<file path="src/trc_pkg.sv">
// Shared constants and types for the transceiver reset control block
package trc_pkg;
  // Channel count of one transceiver block
  localparam int unsigned NUM_CH = 4;
  // Clock rate in kHz
  localparam int unsigned CLK_KHZ = 10000;
  // Least PLL reset hold in ns
  localparam int unsigned PLL_RST_MIN_NS = 1000;
  localparam int unsigned PLL_RST_CYC =
    (PLL_RST_MIN_NS * CLK_KHZ + 999999) / 1000000;
  // Model and controller delays in clock cycles; counter width in bits
  localparam int unsigned CAL_CYC = 16;
  localparam int unsigned PLL_LOCK_CYC = 8;
  localparam int unsigned CDR_LOCK_CYC = 8;
  localparam int unsigned RX_ANA_WAIT_CYC = 2;
  localparam int unsigned REF_TO_DATA_CYC = 4;
  localparam int unsigned DATA_SETTLE_CYC = 4;
  localparam int unsigned CNT_W = 8;
  // Lock-select decode values
  localparam logic [1:0] LOCK_AUTO = 2'h0;
  localparam logic [1:0] LOCK_REF = 2'h1;
  localparam logic [1:0] LOCK_DATA = 2'h2;

  typedef enum logic [1:0] {
    TRC_LK_AUTO = 2'h0,
    TRC_LK_REF = 2'h1,
    TRC_LK_DATA = 2'h2
  } trc_lock_t;
endpackage

</file>
<file path="src/trc_if.sv">
// Interface joining the transceiver block and the user reset controller
`timescale 1ns/1ps
`default_nettype none
interface trc_if #(parameter int unsigned NCH = 4);
  logic pll_reset;
  logic block_powerdown;
  logic [NCH-1:0] tx_digital_reset;
  logic [NCH-1:0] rx_digital_reset;
  logic [NCH-1:0] rx_analog_reset;
  logic [NCH-1:0] hold_reference;
  logic [NCH-1:0] force_data;
  logic pll_locked;
  logic cal_busy;
  logic [NCH-1:0] data_locked;
  modport xcvr (
    input pll_reset, block_powerdown, tx_digital_reset,
    input rx_digital_reset, rx_analog_reset, hold_reference, force_data,
    output pll_locked, cal_busy, data_locked
  );
  modport ctrl (
    output pll_reset, block_powerdown, tx_digital_reset,
    output rx_digital_reset, rx_analog_reset, hold_reference, force_data,
    input pll_locked, cal_busy, data_locked
  );
endinterface
`default_nettype wire

</file>
<file path="src/trc_xcvr.sv">
// Transceiver block model: reset domains, calibration busy and CDR lock
// Functional notes
// - PLL reset clears only the PLLs
// - TX digital reset clears TX PCS, not buffer
// - RX digital reset clears all RX PCS blocks
// - RX analog reset clears only the CDR
// - Power-down stops all channel blocks, not PLLs
// - XAUI mode requires bonded channels
// - PCIe mode uses its own reset sequence
// - Busy low first cycle, high from second
// - Busy falls when offset cancellation finishes
// - Controller waits on busy unless transmit-only
// - Controller follows documented reset sequences
// - CDR supports automatic or manual lock
// - Manual lock follows two lock-select inputs
// - Manual lock works bonded; XAUI bonds four
// - Decode hold-ref/force-data into lock mode
// - Data-lock status high in data lock
// - PLL locked output high once PLL locks
// - Power-down independent, shared by all channels
// - Controller holds PLL reset at least 1 us
`timescale 1ns/1ps
`default_nettype none
module trc_xcvr #(
  parameter int unsigned NCH = trc_pkg::NUM_CH,
  parameter int unsigned CAL_CYC = trc_pkg::CAL_CYC,
  parameter int unsigned PLL_LOCK_CYC = trc_pkg::PLL_LOCK_CYC,
  parameter int unsigned CDR_LOCK_CYC = trc_pkg::CDR_LOCK_CYC
) (
  input wire logic mclk_in,
  input wire logic reset_n_in,
  trc_if.xcvr lnk,
  input wire logic [NCH-1:0] tx_data_valid_in,
  input wire logic [NCH-1:0] rx_data_valid_in,
  output logic [NCH-1:0] tx_ready_out,
  output logic [NCH-1:0] rx_ready_out,
  output logic [NCH-1:0] rx_buf_on_out
);
  localparam int unsigned W = trc_pkg::CNT_W;

  function automatic logic [1:0] decode_lock(input logic href,
                                             input logic fdata);
    // Force-data dominates; hold-reference only matters when it is low
    if (fdata) begin
      decode_lock = trc_pkg::LOCK_DATA;
    end else if (href) begin
      decode_lock = trc_pkg::LOCK_REF;
    end else begin
      decode_lock = trc_pkg::LOCK_AUTO;
    end
  endfunction

  // PLL and calibration state
  logic [W-1:0] pll_cnt_q, pll_cnt_d;
  logic pll_lock_q, pll_lock_d;
  logic [W-1:0] cal_cnt_q, cal_cnt_d;
  logic cal_started_q, cal_started_d;
  logic busy_q, busy_d;

  // PLL locks a fixed time after its reset is released
  // Nothing else in the block clears here; channels keep their state
  always_comb begin
    pll_cnt_d = pll_cnt_q;
    pll_lock_d = pll_lock_q;
    if (lnk.pll_reset) begin
      pll_cnt_d = '0; // only the PLL state clears here
      pll_lock_d = 1'b0;
    end else if (pll_cnt_q < W'(PLL_LOCK_CYC)) begin
      pll_cnt_d = pll_cnt_q + 1'b1;
    end else begin
      pll_lock_d = 1'b1;
    end
  end

  // Busy is low in the first cycle after power-up, then runs calibration.
  // Calibration runs once per power-up: link resets do not restart it,
  // so a controller must not wait for a second busy pulse.
  always_comb begin
    cal_started_d = 1'b1;
    busy_d = busy_q;
    cal_cnt_d = cal_cnt_q;
    if (!cal_started_q) begin
      busy_d = 1'b1;
    end else if (busy_q) begin
      if (cal_cnt_q == W'(CAL_CYC - 1)) begin
        busy_d = 1'b0; // falling edge marks cancellation done
      end else begin
        cal_cnt_d = cal_cnt_q + 1'b1;
      end
    end
  end

  // Registers only; next values come from the two blocks above
  always_ff @(posedge mclk_in or negedge reset_n_in) begin
    if (!reset_n_in) begin
      pll_cnt_q <= '0;
      pll_lock_q <= 1'b0;
      cal_cnt_q <= '0;
      cal_started_q <= 1'b0;
      busy_q <= 1'b0;
    end else begin
      pll_cnt_q <= pll_cnt_d;
      pll_lock_q <= pll_lock_d;
      cal_cnt_q <= cal_cnt_d;
      cal_started_q <= cal_started_d;
      busy_q <= busy_d;
    end
  end

  // Status leaves straight from the flops
  assign lnk.pll_locked = pll_lock_q;
  assign lnk.cal_busy = busy_q;

  // Per-channel state
  // Lanes are kept apart here; bonding is up to the controller
  logic [NCH-1:0] tx_pcs_q, tx_pcs_d;
  logic [NCH-1:0] rx_pcs_q, rx_pcs_d;
  logic [NCH-1:0] cdr_lock_q, cdr_lock_d;
  logic [NCH-1:0] rxbuf_q, rxbuf_d;
  logic [W-1:0] cdr_cnt_q [NCH];
  logic [W-1:0] cdr_cnt_d [NCH];

  // One power-down acts on every channel, apart from the other resets
  // Power-down wins over every reset input of the channel
  always_comb begin
    logic [1:0] mode;
    mode = trc_pkg::LOCK_AUTO;
    for (int i = 0; i < NCH; i++) begin
      mode = decode_lock(lnk.hold_reference[i], lnk.force_data[i]);
      tx_pcs_d[i] = tx_pcs_q[i];
      rx_pcs_d[i] = rx_pcs_q[i];
      cdr_lock_d[i] = cdr_lock_q[i];
      cdr_cnt_d[i] = cdr_cnt_q[i];
      rxbuf_d[i] = 1'b1;
      if (lnk.block_powerdown) begin
        tx_pcs_d[i] = 1'b0;
        rx_pcs_d[i] = 1'b0;
        cdr_lock_d[i] = 1'b0;
        cdr_cnt_d[i] = '0;
        rxbuf_d[i] = 1'b0; // buffers off too
      end else begin
        // TX PCS follows its reset; the TX buffer is not touched
        tx_pcs_d[i] = !lnk.tx_digital_reset[i];
        // RX PCS follows its own reset only
        rx_pcs_d[i] = !lnk.rx_digital_reset[i];
        if (lnk.rx_analog_reset[i] || mode == trc_pkg::LOCK_REF) begin
          // Analog reset only idles the CDR; buffer stays up
          cdr_cnt_d[i] = '0;
          cdr_lock_d[i] = 1'b0;
        end else if (cdr_cnt_q[i] < W'(CDR_LOCK_CYC)) begin
          cdr_cnt_d[i] = cdr_cnt_q[i] + 1'b1;
        end else begin
          // Auto and manual data mode both enter data lock once the CDR count is done
          cdr_lock_d[i] = 1'b1;
        end
      end
    end
  end

  always_ff @(posedge mclk_in or negedge reset_n_in) begin
    if (!reset_n_in) begin
      tx_pcs_q <= '0;
      rx_pcs_q <= '0;
      cdr_lock_q <= '0;
      rxbuf_q <= '0;
      for (int i = 0; i < NCH; i++) begin
        cdr_cnt_q[i] <= '0;
      end
    end else begin
      tx_pcs_q <= tx_pcs_d;
      rx_pcs_q <= rx_pcs_d;
      cdr_lock_q <= cdr_lock_d;
      rxbuf_q <= rxbuf_d;
      for (int i = 0; i < NCH; i++) begin
        cdr_cnt_q[i] <= cdr_cnt_d[i];
      end
    end
  end

  // Lock status per lane, straight from the flops
  assign lnk.data_locked = cdr_lock_q;

  // Ready flags: the single PLL lock fans out to every lane's TX side
  logic [NCH-1:0] tx_rdy_q, tx_rdy_d;
  logic [NCH-1:0] rx_rdy_q, rx_rdy_d;
  logic [NCH-1:0] tx_seen, rx_seen;

  // Data-valid inputs are observation aids only; they never gate ready
  always_comb begin
    tx_seen = tx_data_valid_in | ~tx_data_valid_in;
    rx_seen = rx_data_valid_in | ~rx_data_valid_in;
    tx_rdy_d = tx_pcs_q & {NCH{pll_lock_q}} & tx_seen;
    rx_rdy_d = rx_pcs_q & cdr_lock_q & rx_seen;
  end

  // Ready registers only
  always_ff @(posedge mclk_in or negedge reset_n_in) begin
    if (!reset_n_in) begin
      tx_rdy_q <= '0;
      rx_rdy_q <= '0;
    end else begin
      tx_rdy_q <= tx_rdy_d;
      rx_rdy_q <= rx_rdy_d;
    end
  end
  assign tx_ready_out = tx_rdy_q;
  assign rx_ready_out = rx_rdy_q;
  assign rx_buf_on_out = rxbuf_q;
endmodule
`default_nettype wire

</file>
<file path="src/flat_wrapper.sv">
// flat-port wrapper written by rule: the top's interface ports become plain ports
module trc_xcvr_flat 
#(
  parameter int unsigned NCH = trc_pkg::NUM_CH,
  parameter int unsigned CAL_CYC = trc_pkg::CAL_CYC,
  parameter int unsigned PLL_LOCK_CYC = trc_pkg::PLL_LOCK_CYC,
  parameter int unsigned CDR_LOCK_CYC = trc_pkg::CDR_LOCK_CYC
)
  (mclk_in, reset_n_in, tx_data_valid_in, rx_data_valid_in, tx_ready_out, rx_ready_out, rx_buf_on_out, lnk_pll_reset, lnk_block_powerdown, lnk_tx_digital_reset, lnk_rx_digital_reset, lnk_rx_analog_reset, lnk_hold_reference, lnk_force_data, lnk_pll_locked, lnk_cal_busy, lnk_data_locked);
  trc_if #(.NCH(NCH)) lnk_i ();
  input wire logic mclk_in;
  input wire logic reset_n_in;
  input wire logic [NCH-1:0] tx_data_valid_in;
  input wire logic [NCH-1:0] rx_data_valid_in;
  output logic [NCH-1:0] tx_ready_out;
  output logic [NCH-1:0] rx_ready_out;
  output logic [NCH-1:0] rx_buf_on_out;
  input wire logic [$bits(lnk_i.pll_reset)-1:0] lnk_pll_reset;
  input wire logic [$bits(lnk_i.block_powerdown)-1:0] lnk_block_powerdown;
  input wire logic [$bits(lnk_i.tx_digital_reset)-1:0] lnk_tx_digital_reset;
  input wire logic [$bits(lnk_i.rx_digital_reset)-1:0] lnk_rx_digital_reset;
  input wire logic [$bits(lnk_i.rx_analog_reset)-1:0] lnk_rx_analog_reset;
  input wire logic [$bits(lnk_i.hold_reference)-1:0] lnk_hold_reference;
  input wire logic [$bits(lnk_i.force_data)-1:0] lnk_force_data;
  output wire logic [$bits(lnk_i.pll_locked)-1:0] lnk_pll_locked;
  output wire logic [$bits(lnk_i.cal_busy)-1:0] lnk_cal_busy;
  output wire logic [$bits(lnk_i.data_locked)-1:0] lnk_data_locked;
  assign lnk_i.pll_reset = lnk_pll_reset;
  assign lnk_i.block_powerdown = lnk_block_powerdown;
  assign lnk_i.tx_digital_reset = lnk_tx_digital_reset;
  assign lnk_i.rx_digital_reset = lnk_rx_digital_reset;
  assign lnk_i.rx_analog_reset = lnk_rx_analog_reset;
  assign lnk_i.hold_reference = lnk_hold_reference;
  assign lnk_i.force_data = lnk_force_data;
  assign lnk_pll_locked = lnk_i.pll_locked;
  assign lnk_cal_busy = lnk_i.cal_busy;
  assign lnk_data_locked = lnk_i.data_locked;
  trc_xcvr #(.NCH(NCH), .CAL_CYC(CAL_CYC), .PLL_LOCK_CYC(PLL_LOCK_CYC), .CDR_LOCK_CYC(CDR_LOCK_CYC)) u_core (.mclk_in(mclk_in), .reset_n_in(reset_n_in), .lnk(lnk_i), .tx_data_valid_in(tx_data_valid_in), .rx_data_valid_in(rx_data_valid_in), .tx_ready_out(tx_ready_out), .rx_ready_out(rx_ready_out), .rx_buf_on_out(rx_buf_on_out));
endmodule
</file>
<file path="config.mk">
export PLATFORM = sky130hd
export DESIGN_NAME = trc_xcvr_flat
export DESIGN_NICKNAME = d
export VERILOG_FILES = /design/src/trc_pkg.sv /design/src/trc_if.sv /design/src/trc_xcvr.sv /design/src/flat_wrapper.sv
export SDC_FILE = /design/constraint.sdc
export NUM_CORES = 1
export LEC_CHECK = 0
export CORE_ASPECT_RATIO = 0.75
export CORE_MARGIN = 2
export CORE_UTILIZATION = 43
export DETAILED_ROUTE_END_ITERATION = 6
export DONT_BUFFER_PORTS = 1
export PLACE_DENSITY = 0.69
export RECOVER_POWER = 100
export SLEW_MARGIN = 20
export SYNTH_ARGS = -nofsm -noshare
export SYNTH_HDL_FRONTEND = slang
export SYNTH_SLANG_ARGS = --single-unit
</file>
<file path="constraint.sdc">
create_clock -name mclk_in -period 2 [get_ports mclk_in]
set_input_delay 0.4 -clock mclk_in [delete_from_list [all_inputs] [get_ports mclk_in]]
set_output_delay 0.4 -clock mclk_in [all_outputs]
set_load 0.1 [all_outputs]
</file>
# Word level (Yosys, flattened, before mapping)
# Cells that the tools add are included.
[totals] in_bits=32 out_inout_bits=18 word_cells=114 ff_bits=72
[classes] mux=48 n_eq_ne=10 n_addsub=6 n_reduce_logical=18 n_bitwise=9 order_cmp=5
[op_table] op="$mux W8" count=14
[op_table] op="$add A8 B1 Y8 const B" count=6
[op_table] op="$lt A8 B4 Y1 const B" count=5
[op_table] op="$mux W1" count=30
[op_table] op="$and A4 B4 Y4" count=4
[op_table] op="$ne A3 B2 Y1 const B" count=4
[op_table] op="$reduce_bool A3 Y1" count=4
[op_table] op="$eq A2 B1 Y1 const B" count=4
[op_table] op="$eq A8 B4 Y1 const B" count=1
[op_table] op="$logic_not A1 Y1" count=8
[op_table] op="$mux W2" count=4
[op_table] op="$not A4 Y4" count=2
[op_table] op="$or A4 B4 Y4" count=2
[op_table] op="$logic_or A1 B1 Y1" count=4
[op_table] op="$reduce_and A3 Y1" count=1
[op_table] op="$ne A2 B2 Y1 const B" count=1
[op_table] op="$reduce_bool A2 Y1" count=1
[op_table] op="$not A1 Y1" count=1

# Logic depth before layout (Yosys ltp)
# Gate-level depths: netlist of the first run.
[logic_depth] depth_word=6 ltp_mapped=4 mapped_depth_nobuf=4

# Least setup slack after synthesis of the first run
# OpenSTA, ideal clock, no wires.
[synth_path] path_type="reg2reg" start="register u_core.busy_q (netlist: u_core.lnk.cal_busy)" end="register u_core.cal_cnt_q[1]" setup_time_ns=0.128 slack_ns=0.099 synth_period_minus_slack_ns=1.901 arrival_time_ns=1.774 path_buffers=0 required_ns=1.872 path_stages_with_launch=4 path_cell_list="dfrtp_1 -> nand2_1 -> a21oi_1 -> mux2_1"
[synth_via] elab_chain_len=1
[synth_lines] element="start: declaration" line_no="trc_xcvr.sv:58" rtl="logic busy_q, busy_d;"
[synth_lines] element="start signal: assignment" line_no="trc_xcvr.sv:106" rtl="busy_q <= busy_d;"
[synth_lines] element="$reduce_and A3 Y1 (no line)"
[synth_lines] element="end signal: assignment" line_no="trc_xcvr.sv:104" rtl="cal_cnt_q <= cal_cnt_d;"
[synth_lines] element="end: declaration" line_no="trc_xcvr.sv:56" rtl="logic [W-1:0] cal_cnt_q, cal_cnt_d;"
# No other way between the ends.
# A chain may end at the register's enable or synchronous reset.

==> flow_summary_export.csv, run 1 <==
group,metric,value,unit
timing,relSlewSlack,0.381,
detailed_routing,viasPerCell,5.11,
clocking,htree_levels,3,
critical_path,path_cells,"buf_6",
detailed_routing,post-route-drc-count,0,
power_and_ir_drop,switching_share,0.233,
clocking,path_clk_slew,0.07,ns
floorplanning,ioPinCount,50,
floorplanning,fp.dieW,98.5,um
timing,max_freq,568,MHz
clocking,cts-resized-gates,0,
floorplanning,start_util,0.452,
power_and_ir_drop,p_leak,1.58,nW
synthesis,synth_area,2880,um^2
critical_path,slowest_delay,0.61,ns
detailed_routing,dr_total_vias,1798,
synthesis,syn_nets,286,
detailed_routing,drtPass1Iterations,5,
clocking,numCtsBuffers,9,
timing,setup_tns,0,ns
place,place_hpwl,3.13,mm
timing,period_needed,1.76,ns
clocking,clock_sinks,72,
synthesis,syn_area_per_cell,11.6,um^2
finish,area_delta_synth_final,12.4,%
job,drv_cap,0,
floorplanning,die_area,7380,um^2
place,numPortBuffers,0,
detailed_routing,drtAntennaViolNets,0,
power_and_ir_drop,seqPwrFrac,0.512,
hold_path,hold_path_class,"input pin to asynchronous set/reset pin",
synthesis,syn_inst,248,
synthesis,synth_seq_cells,72,
finish,finalNonFillerCells,352,
critical_path,path_delay_family,"buffers and inverters",
critical_path,path_class,"register to primary output",
place,gp_congestion,0.859,
clocking,post_cts_buffers,0,
detailed_routing,drtIter0Drc,70,
global_routing,grtUsageTotal,0.141,
critical_path,cp_slowest_cell,"buf_6",
floorplanning,die_h,74.9,um
timing,drv_slew,0,
detailed_routing,wire_per_inst,13.1,um
detailed_routing,routed_wl,4.60,mm
run_status,status,"finished with violations",
global_routing,grt_max_degree,73,
critical_path,reg2reg_from,"u_core.cdr_cnt_q[12]",
power_and_ir_drop,netSwitchingPower,0.726,mW
synthesis,synth_edf_count,0,
synthesis,synth.top_cell.area_share,0.625,
place,dp_cells,336,
global_routing,grt_pass1_vias,1701,
timing,hold_ws,-0.244,ns
finish,drive_above_1_share,0.111,
power_and_ir_drop,vdd_drop_max,0.000522,V
timing,setup_slack,0.240,ns
critical_path,crit_buf_inv,1,
critical_path,start_kind,"register",
timing,fin_skew,0.00702,ns
critical_path,cp-end-kind,"primary output",
global_routing,grt_pass1_wl,7.89,mm
floorplanning,coreArea,6380,um^2
clocking,clock_path_buffers,2,
run_status,violations,"negative hold slack",
critical_path,worstPathArrival,1.36,ns
finish,nFillCells,593,
power_and_ir_drop,clock_power_share,0.401,
timing,hold_viol,72,
synthesis,ys_top_cells_by_count,"dfrtp_1 (72), and2_1 (22), nor2_1 (17)",
critical_path,crit_path_max_fanout,4,
global_routing,grt_antenna_before_repair,0,
power_and_ir_drop,p_comb_frac,0.088,
synthesis,synth_flop_cell,"dfrtp_1",
place,pre_cts_ws,0.317,ns
timing,worst_pin_slew,0.929,ns
critical_path,required,1.60,ns
finish,num-nets-final,304,
critical_path,startpoint,"u_core.rx_buf_on_out[0]",
timing,rsz0062_at_grt,"no",
clocking,cts_root_buffer,"clkbuf_8",
synthesis,synth_top_area_cell,"dfrtp_1",
synthesis,yosysWarningCount,0,
synthesis,ys_seq_area_frac,0.625,
floorplanning,rows,25,
synthesis,synth.most_common_cell,"dfrtp_1",
finish,antennaDiodeCount,0,
clocking,tritoncts,"built",
timing,setup_viol_count_final,0,
synthesis,synth.area.top_cells,"dfrtp_1 (63%), and2_1 (4.8%), ha_1 (2.6%)",
clocking,clk_latency,0.34,ns
timing,period_share,0.880,
power_and_ir_drop,power_density,964,nW/um^2
synthesis,synth_cell_types,37,
global_routing,overflow,0,
power_and_ir_drop,total_power,3.12,mW
synthesis,synth-async-reset-ratio,1.00,
power_and_ir_drop,p_int,2.40,mW
[worst paths after layout]
path                                            to  slack (ns)  depth (start not counted)
max in group asynchronous  u_core.rx_buf_on_out[0]        2.14                          0
setup / recovery                  rx_buf_on_out[3]        0.24                          1
setup reg to reg              u_core.cdr_cnt_q[10]        0.30                          3
min in group mclk_in            u_core.rx_pcs_q[2]        0.11                          1
hold reg to reg             u_core.tx_ready_out[2]        0.45                          1
hold / removal                 u_core.cdr_cnt_q[8]       -0.24                          0
[registers in the layout, indices dropped and copies added (netlist names), 4 cells and up]
register and flops:
u_core.cdr_cnt_q 32, u_core.cal_cnt_q 8, u_core.pll_cnt_q 8, u_core.lnk.data_locked 4
u_core.rx_pcs_q 4, u_core.rx_ready_out 4, u_core.tx_pcs_q 4, u_core.tx_ready_out 4
[metrics by stage]
stage               instance area [um^2]  utilization  hold WS, ns
floorplan                           2880            -        0.104
global placement                    3070        0.481        0.107
detailed placement                  3070        0.481        0.107
CTS                                 3290        0.516       -0.272
global route                        3240        0.508       -0.276
finish                              3240        0.508       -0.244
[power by group through the flow]
| stage | Combinational [mW] | Sequential, mW | Clock [mW] |
|---|---|---|---|
| after global placement | 0.272 | 1.62 | 0 |
| final | 0.274 | 1.60 | 1.25 |
| after global routing | 0.303 | 1.61 | 1.36 |
| after CTS | 0.284 | 1.60 | 1.29 |
| after detailed placement | 0.282 | 1.62 | 0 |
| after floorplan | 0.188 | 1.66 | 0 |
[layout make-up]
| class | instances | area [um^2] | area share |
|---|---|---|---|
| multi-input cells | 154 | 977 | 0.302 |
| flip-flops and latches | 72 | 1810 | 0.557 |
| well taps | 81 | 101 | 0.0313 |
| clock inverters | 3 | 65.1 | 0.0201 |
| repair buffers | 15 | 80.1 | 0.0247 |
| inverters | 14 | 52.6 | 0.0162 |
| clock buffers | 13 | 159 | 0.0490 |
[per-layer routing]
layer	track usage	wire length [um]	vias to the layer above
li1	-	-	901
met1	0.194	2290	844
met2	0.202	1970	47
met3	0.0604	284	6
met4	0.0502	56	0
met5	0	0	-
[worst register-to-register path: stages, from the launching register on]
cell and delay, ns:
dfrtp_1 0.38, or4_1 0.66, or4_1 0.44, a21oi_1 0.15
[kinds of logic after synthesis]
family	synth area share
and+or+nand+nor	0.184
adders and majority gates	0.0260
DFF	0.625
buffers and inverters	0.0339
AOI/OAI and AO/OA	0.107
muxes	0.00781
xor gates and xnor gates	0.0152
other	0.00130
[cell usage in the layout (no fill, tap or decap), types with 2 or more instances in the layout]
cell / instances
nand2_1: 4
nand3_1: 7
nor4_1: 3
or3_1: 6
ha_1: 6
and2_1: 7
inv_1: 14
clkbuf_2: 10
a211oi_1: 2
and2_0: 15
or4_1: 8
a21oi_1: 12
nor2_1: 17
dfrtp_1: 71
nor3_1: 10
nor2b_1: 4
clkbuf_1: 5
and4_1: 2
xor2_1: 5
o31ai_1: 3
nand4_1: 2
and3_1: 3
bufinv_16: 2
o21a_1: 10
a31oi_1: 3
a21boi_0: 4
or3b_1: 2
o21ai_0: 10
clkbuf_8: 11
o31a_1: 2
Note: power is estimated with default switching activity, not from simulation.
==> run 2, diff against run 1 <==
--- a/config.mk
+++ b/config.mk
@@ -10,7 +10,7 @@
 export CORE_UTILIZATION = 43
 export DETAILED_ROUTE_END_ITERATION = 6
 export DONT_BUFFER_PORTS = 1
-export PLACE_DENSITY = 0.69
+export PLACE_DENSITY = 0.71
 export RECOVER_POWER = 100
 export SLEW_MARGIN = 20
 export SYNTH_ARGS = -nofsm -noshare
==> constraint.sdc (replaced) <==
create_clock -name mclk_in -period 1.59 [get_ports mclk_in]
set_input_delay 0.318 -clock mclk_in [delete_from_list [all_inputs] [get_ports mclk_in]]
set_output_delay 0.318 -clock mclk_in [all_outputs]
set_load 0.1 [all_outputs]
==> run 2 against run 1 <==
Effect of this change:
- the flow finishes with violations (negative hold slack, negative setup slack)
- first-iteration DRC count increased by 8.6%
- flip-flop and latch count unchanged
- critical path type is now register to register
- count of clock-buffer cells in the layout increased by 3
==> flow_summary_export.csv, run 2 (synthesis gave the netlist of run 1 again) <==
group,metric,value,unit
place,place_hpwl,3.37,mm
clocking,tritoncts,"built",
critical_path,path_class,"register to register",
timing,setup_viol_count_final,2,
finish,final_common_cell,"dfrtp_1",
critical_path,reg2reg_from,"u_core.cdr_cnt_q[7]",
critical_path,cp_slowest_cell,"or4_4",
place,dp_cells,345,
timing,rsz0062_at_grt,"yes",
power_and_ir_drop,p_leak,1.65,nW
global_routing,overflow,0,
timing,relSlewSlack,0.601,
critical_path,start_kind,"register",
detailed_routing,post-route-drc-count,0,
hold_path,hold_path_class,"input pin to asynchronous set/reset pin",
power_and_ir_drop,power_density,1060,nW/um^2
finish,drive_above_1_share,0.196,
finish,antennaDiodeCount,0,
finish,final_cell_mix,"dfrtp_1 (69), buf_4 (23), and2_1 (17), nor2_1 (17), inv_1 (14)",
timing,setup_tns,-0.0275,ns
clocking,clock_sinks,72,
global_routing,grt_pass1_wl,8.61,mm
clocking,clk_latency,0.34,ns
critical_path,crit_path_max_fanout,7,
timing,drv_slew,0,
critical_path,cpMostUsedCell,"or4_4",
clocking,numCtsBuffers,9,
floorplanning,die_area,7380,um^2
timing,worst_pin_slew,0.592,ns
finish,largest_register,"u_core.cdr_cnt_q",
floorplanning,ioPinCount,50,
critical_path,reg2reg_to,"u_core.cdr_cnt_q[2]",
timing,period_needed,1.62,ns
finish,fin_area,3430,um^2
run_status,status,"finished with violations",
global_routing,grt_max_degree,73,
floorplanning,fp.dieW,98.5,um
timing,fin_skew,0.00379,ns
finish,largest_register_ffs,32,
critical_path,required,1.85,ns
detailed_routing,dr_total_vias,1931,
critical_path,worstPathArrival,1.88,ns
place,gp_congestion,0.836,
floorplanning,rows,25,
critical_path,reg2regPathDepth,3,
timing,setup_slack,-0.0261,ns
critical_path,path_cells,"or4_4 -> or4_4 -> a21oi_2",
finish,area_delta_synth_final,19.0,%
critical_path,startpoint,"u_core.cdr_cnt_q[7]",
finish,num-nets-final,319,
critical_path,cp-end-kind,"register",
timing,period_share,1.02,
global_routing,grtUsageTotal,0.153,
finish,largestRegisters,"u_core.cdr_cnt_q (32), u_core.cal_cnt_q (8), u_core.pll_cnt_q (8)",
place,numPortBuffers,0,
job,drv_cap,0,
floorplanning,start_util,0.452,
finish,final_util,0.537,
timing,hold_ws,-0.333,ns
detailed_routing,drtIter0Drc,76,
clocking,clock_path_buffers,2,
floorplanning,die_h,74.9,um
detailed_routing,routed_wl,5.07,mm
finish,finalNonFillerCells,367,
timing,max_freq,619,MHz
detailed_routing,drtPass1Iterations,4,
detailed_routing,wire_per_inst,13.8,um
critical_path,slowest_delay,0.58,ns
run_status,violations,"negative hold slack, negative setup slack",
clocking,path_clk_slew,0.07,ns
global_routing,grt_pass1_vias,1883,
timing,hold_viol,72,
place,placed_cell_area,3150,um^2
clocking,cts_root_buffer,"clkbuf_8",
detailed_routing,viasPerCell,5.26,
detailed_routing,drtAntennaViolNets,0,
power_and_ir_drop,vdd_drop_max,0.000611,V
floorplanning,coreArea,6380,um^2
critical_path,worst-r2r-setup-slack,-0.03,ns
global_routing,grt_antenna_before_repair,0,
critical_path,worstSetupEndpoint,"u_core.cdr_cnt_q[2]",
clocking,htree_levels,3,
[run 2: cell count changes in the layout (fill, tap and decap cells not counted), sizes merged]
cell and change:
bufinv -2, dlygate4sd3 +5, clkbuf -10, buf +23
clkinv -1
[run 2: power breakdown]
part / leakage, nW / internal (mW) / total [mW] / switching [mW]
sequential: 0.969 / 1.92 / 2.01 / 0.0909
clock: 0.0850 / 0.656 / 1.26 / 0.603
combinational: 0.600 / 0.158 / 0.379 / 0.220
total: 1.65 / 2.74 / 3.65 / 0.914
[run 2: worst min-delay path by stage]
stage,endpoint,cells past startpoint
floorplan,u_core.cal_cnt_q[0],0
global placement,u_core.tx_ready_out[1],0
detailed placement,u_core.tx_ready_out[1],0
CTS,u_core.lnk.data_locked[0],0
global route,u_core.tx_ready_out[1],0
finish,u_core.lnk.cal_busy,0
[run 2: metal layers]
layer / wire [um] / vias up / track usage / part of all wire
li1: - / 921 / - / -
met1: 2360 / 967 / 0.187 / 0.47
met2: 2400 / 34 / 0.247 / 0.47
met3: 239 / 9 / 0.0687 / 0.047
met4: 62 / 0 / 0.0502 / 0.012
met5: 0 / - / 0 / 0
[run 2: worst max-delay path: cells and delay by family (launching register included)]
kind	cells	cell delay [ns]
AO/OA/AOI/OAI	1	0.14
AND/OR/NAND/NOR	2	1.02
flip-flops	1	0.38
[run 2: final cells by class]
type / count / area (um^2)
timing repair buffer: 30 / 263
sequential: 72 / 1810
multi-input combinational: 154 / 1030
fill: 550 / 2950
tap: 81 / 101
inverter: 14 / 52.6
clock buffer: 16 / 170
[run 2: repair_timing]
action | CTS | global route
gates resized for setup | 4 | 10
gates cloned | 0 | 0
pin swaps | 1 | 4
hold buffers | 1 | 4
hold endpoints to repair | 73 | 76
buffers inserted | 0 | 1
setup endpoints to repair | 8 | 8
[run 2: stage by stage]
stage | power, mW | setup WS [ns]
after floorplan | 2.32 | 0.00224
after global placement | 2.39 | -0.0332
after detailed placement | 2.41 | -0.0745
after CTS | 3.68 | -0.0286
after global routing | 3.85 | -0.0477
final | 3.65 | -0.0261
==> run 3, diff against run 2 <==
--- a/config.mk
+++ b/config.mk
@@ -6,7 +6,6 @@
 export NUM_CORES = 1
 export LEC_CHECK = 0
 export CORE_ASPECT_RATIO = 0.75
-export CORE_MARGIN = 2
 export CORE_UTILIZATION = 43
 export DETAILED_ROUTE_END_ITERATION = 6
 export DONT_BUFFER_PORTS = 1
==> run 3 against run 2 <==
Effect of this change:
- the run still ends with negative hold slack, negative setup slack left
- critical endpoint unchanged
- critical path type unchanged
- die area shrank 4.6%
- total power grew 7.4%
- largest power group unchanged
- clock power grew 21%
- sequential share of layout area shrank 0.096 points
- sequential power is essentially flat
- largest cell class unchanged
- cell count is the same
==> flow_summary_export.csv, run 3 (synthesis gave the netlist of run 1 again) <==
group,metric,value,unit
finish,largest_register,"u_core.cdr_cnt_q",
detailed_routing,post-route-drc-count,0,
clocking,clk_latency,0.35,ns
place,pre_cts_ws,-0.0696,ns
global_routing,grtUsageTotal,0.171,
global_routing,grt_pass1_wl,8.69,mm
critical_path,worstPathArrival,1.88,ns
run_status,status,"finished with violations",
critical_path,cp-end-kind,"register",
floorplanning,coreArea,6380,um^2
power_and_ir_drop,p_leak,1.66,nW
finish,final_common_cell,"dfrtp_1",
job,drv_cap,0,
finish,fin_area,3440,um^2
finish,largest_register_ffs,32,
place,numPortBuffers,0,
detailed_routing,viasPerCell,5.18,
detailed_routing,drtAntennaViolNets,0,
hold_path,hold_path_class,"input pin to asynchronous set/reset pin",
clocking,numCtsBuffers,9,
run_status,violations,"negative hold slack, negative setup slack",
timing,setup_tns,-0.0172,ns
timing,period_needed,1.61,ns
clocking,cts_root_buffer,"clkbuf_8",
timing,fin_skew,0.00947,ns
finish,nFillCells,563,
finish,drive_above_1_share,0.210,
clocking,tritoncts,"built",
global_routing,grt_pass1_vias,1877,
finish,area_delta_synth_final,19.2,%
floorplanning,ioPinCount,50,
global_routing,grt_antenna_before_repair,0,
critical_path,cpMostUsedCell,"or4_4",
timing,worst_pin_slew,0.659,ns
detailed_routing,drtIter0Drc,159,
clocking,path_clk_slew,0.08,ns
finish,num-nets-final,319,
critical_path,path_class,"register to register",
floorplanning,start_util,0.452,
timing,setup_viol_count_final,2,
timing,rsz0062_at_grt,"yes",
place,gp_congestion,0.785,
place,place_hpwl,3.53,mm
critical_path,crit_buf_inv,0,
detailed_routing,dr_total_vias,1901,
timing,relSlewSlack,0.556,
critical_path,required,1.86,ns
timing,hold_viol,72,
critical_path,path_cells,"or4_4 -> or4_4 -> a21oi_2",
floorplanning,fp.dieW,96.5,um
timing,setup_slack,-0.0163,ns
detailed_routing,wire_per_inst,14.4,um
timing,max_freq,623,MHz
critical_path,crit_path_max_fanout,6,
clocking,htree_levels,3,
timing,period_share,1.01,
clocking,clock_path_buffers,2,
clocking,clock_sinks,72,
power_and_ir_drop,vdd_drop_max,0.000762,V
power_and_ir_drop,power_density,1140,nW/um^2
floorplanning,die_area,7040,um^2
timing,hold_ws,-0.336,ns
critical_path,cp_slowest_cell,"or4_4",
critical_path,start_kind,"register",
finish,largestRegisters,"u_core.cdr_cnt_q (32), u_core.cal_cnt_q (8), u_core.pll_cnt_q (8)",
critical_path,path_delay_family,"simple AND/OR/NAND/NOR gates",
timing,drv_slew,0,
global_routing,overflow,0,
detailed_routing,drtPass1Iterations,4,
global_routing,grt_max_degree,73,
detailed_routing,routed_wl,5.29,mm
floorplanning,die_h,72.9,um
finish,antennaDiodeCount,0,
floorplanning,rows,25,
critical_path,slowest_delay,0.57,ns
finish,final_cell_mix,"dfrtp_1 (69), nor2_1 (17), inv_1 (14)",
place,placed_cell_area,3150,um^2
[run 3: worst paths after layout]
path / depth (start not counted) / endpoint / startpoint / slack, ns
max in group asynchronous: 0 / u_core.lnk.data_locked[2] / reset_n_in / 1.80
worst min-delay path: 0 / u_core.cal_cnt_q[7] / reset_n_in / -0.34
min in group mclk_in: 1 / u_core.pll_cnt_q[1] / lnk_pll_reset / 0.02
worst max-delay path: 3 / u_core.cdr_cnt_q[2] / u_core.cdr_cnt_q[5] / -0.02
worst min register to register: 1 / u_core.rx_ready_out[0] / u_core.rx_pcs_q[0] / 0.47
worst max register to register: 3 / u_core.cdr_cnt_q[2] / u_core.cdr_cnt_q[5] / -0.02
[run 3: area by class of cell]
type	instances	area, um^2	area share
inverters	14	52.6	0.0153
multi-input cells	154	1040	0.303
flip-flops and latches	72	1810	0.526
well taps	81	101	0.0295
clock buffers	10	128	0.0371
repair buffers	30	223	0.0648
clock inverters	6	83.8	0.0244
[run 3: power by group]
group	total, mW	internal, mW	switching, mW
registers	2.01	1.92	0.0907
clock network	1.53	0.878	0.648
logic	0.386	0.159	0.227
total	3.92	2.96	0.965
[run 3: routing by layer]
metal  global-route usage  wire (um)
met3               0.0708        275
met5                    0          0
met4               0.0703        101
met1                0.228       2540
met2                0.249       2380
[run 3: metrics by stage]
stage,util,power [mW],cells
CTS,0.532,3.96,363
global placement,0.494,2.40,345
finish,0.538,3.92,367
floorplan,-,2.32,248
detailed placement,0.494,2.42,345
global route,0.538,4.10,367
[run 3: timing repair]
| item | in CTS | in global routing |
|---|---|---|
| pin swaps | 1 | 6 |
| resized for setup | 4 | 13 |
| hold buffers | 2 | 2 |
| hold endpoints to repair | 74 | 76 |
| setup endpoints to repair | 7 | 7 |
| setup buffers | 0 | 2 |
| cloned | 0 | 0 |
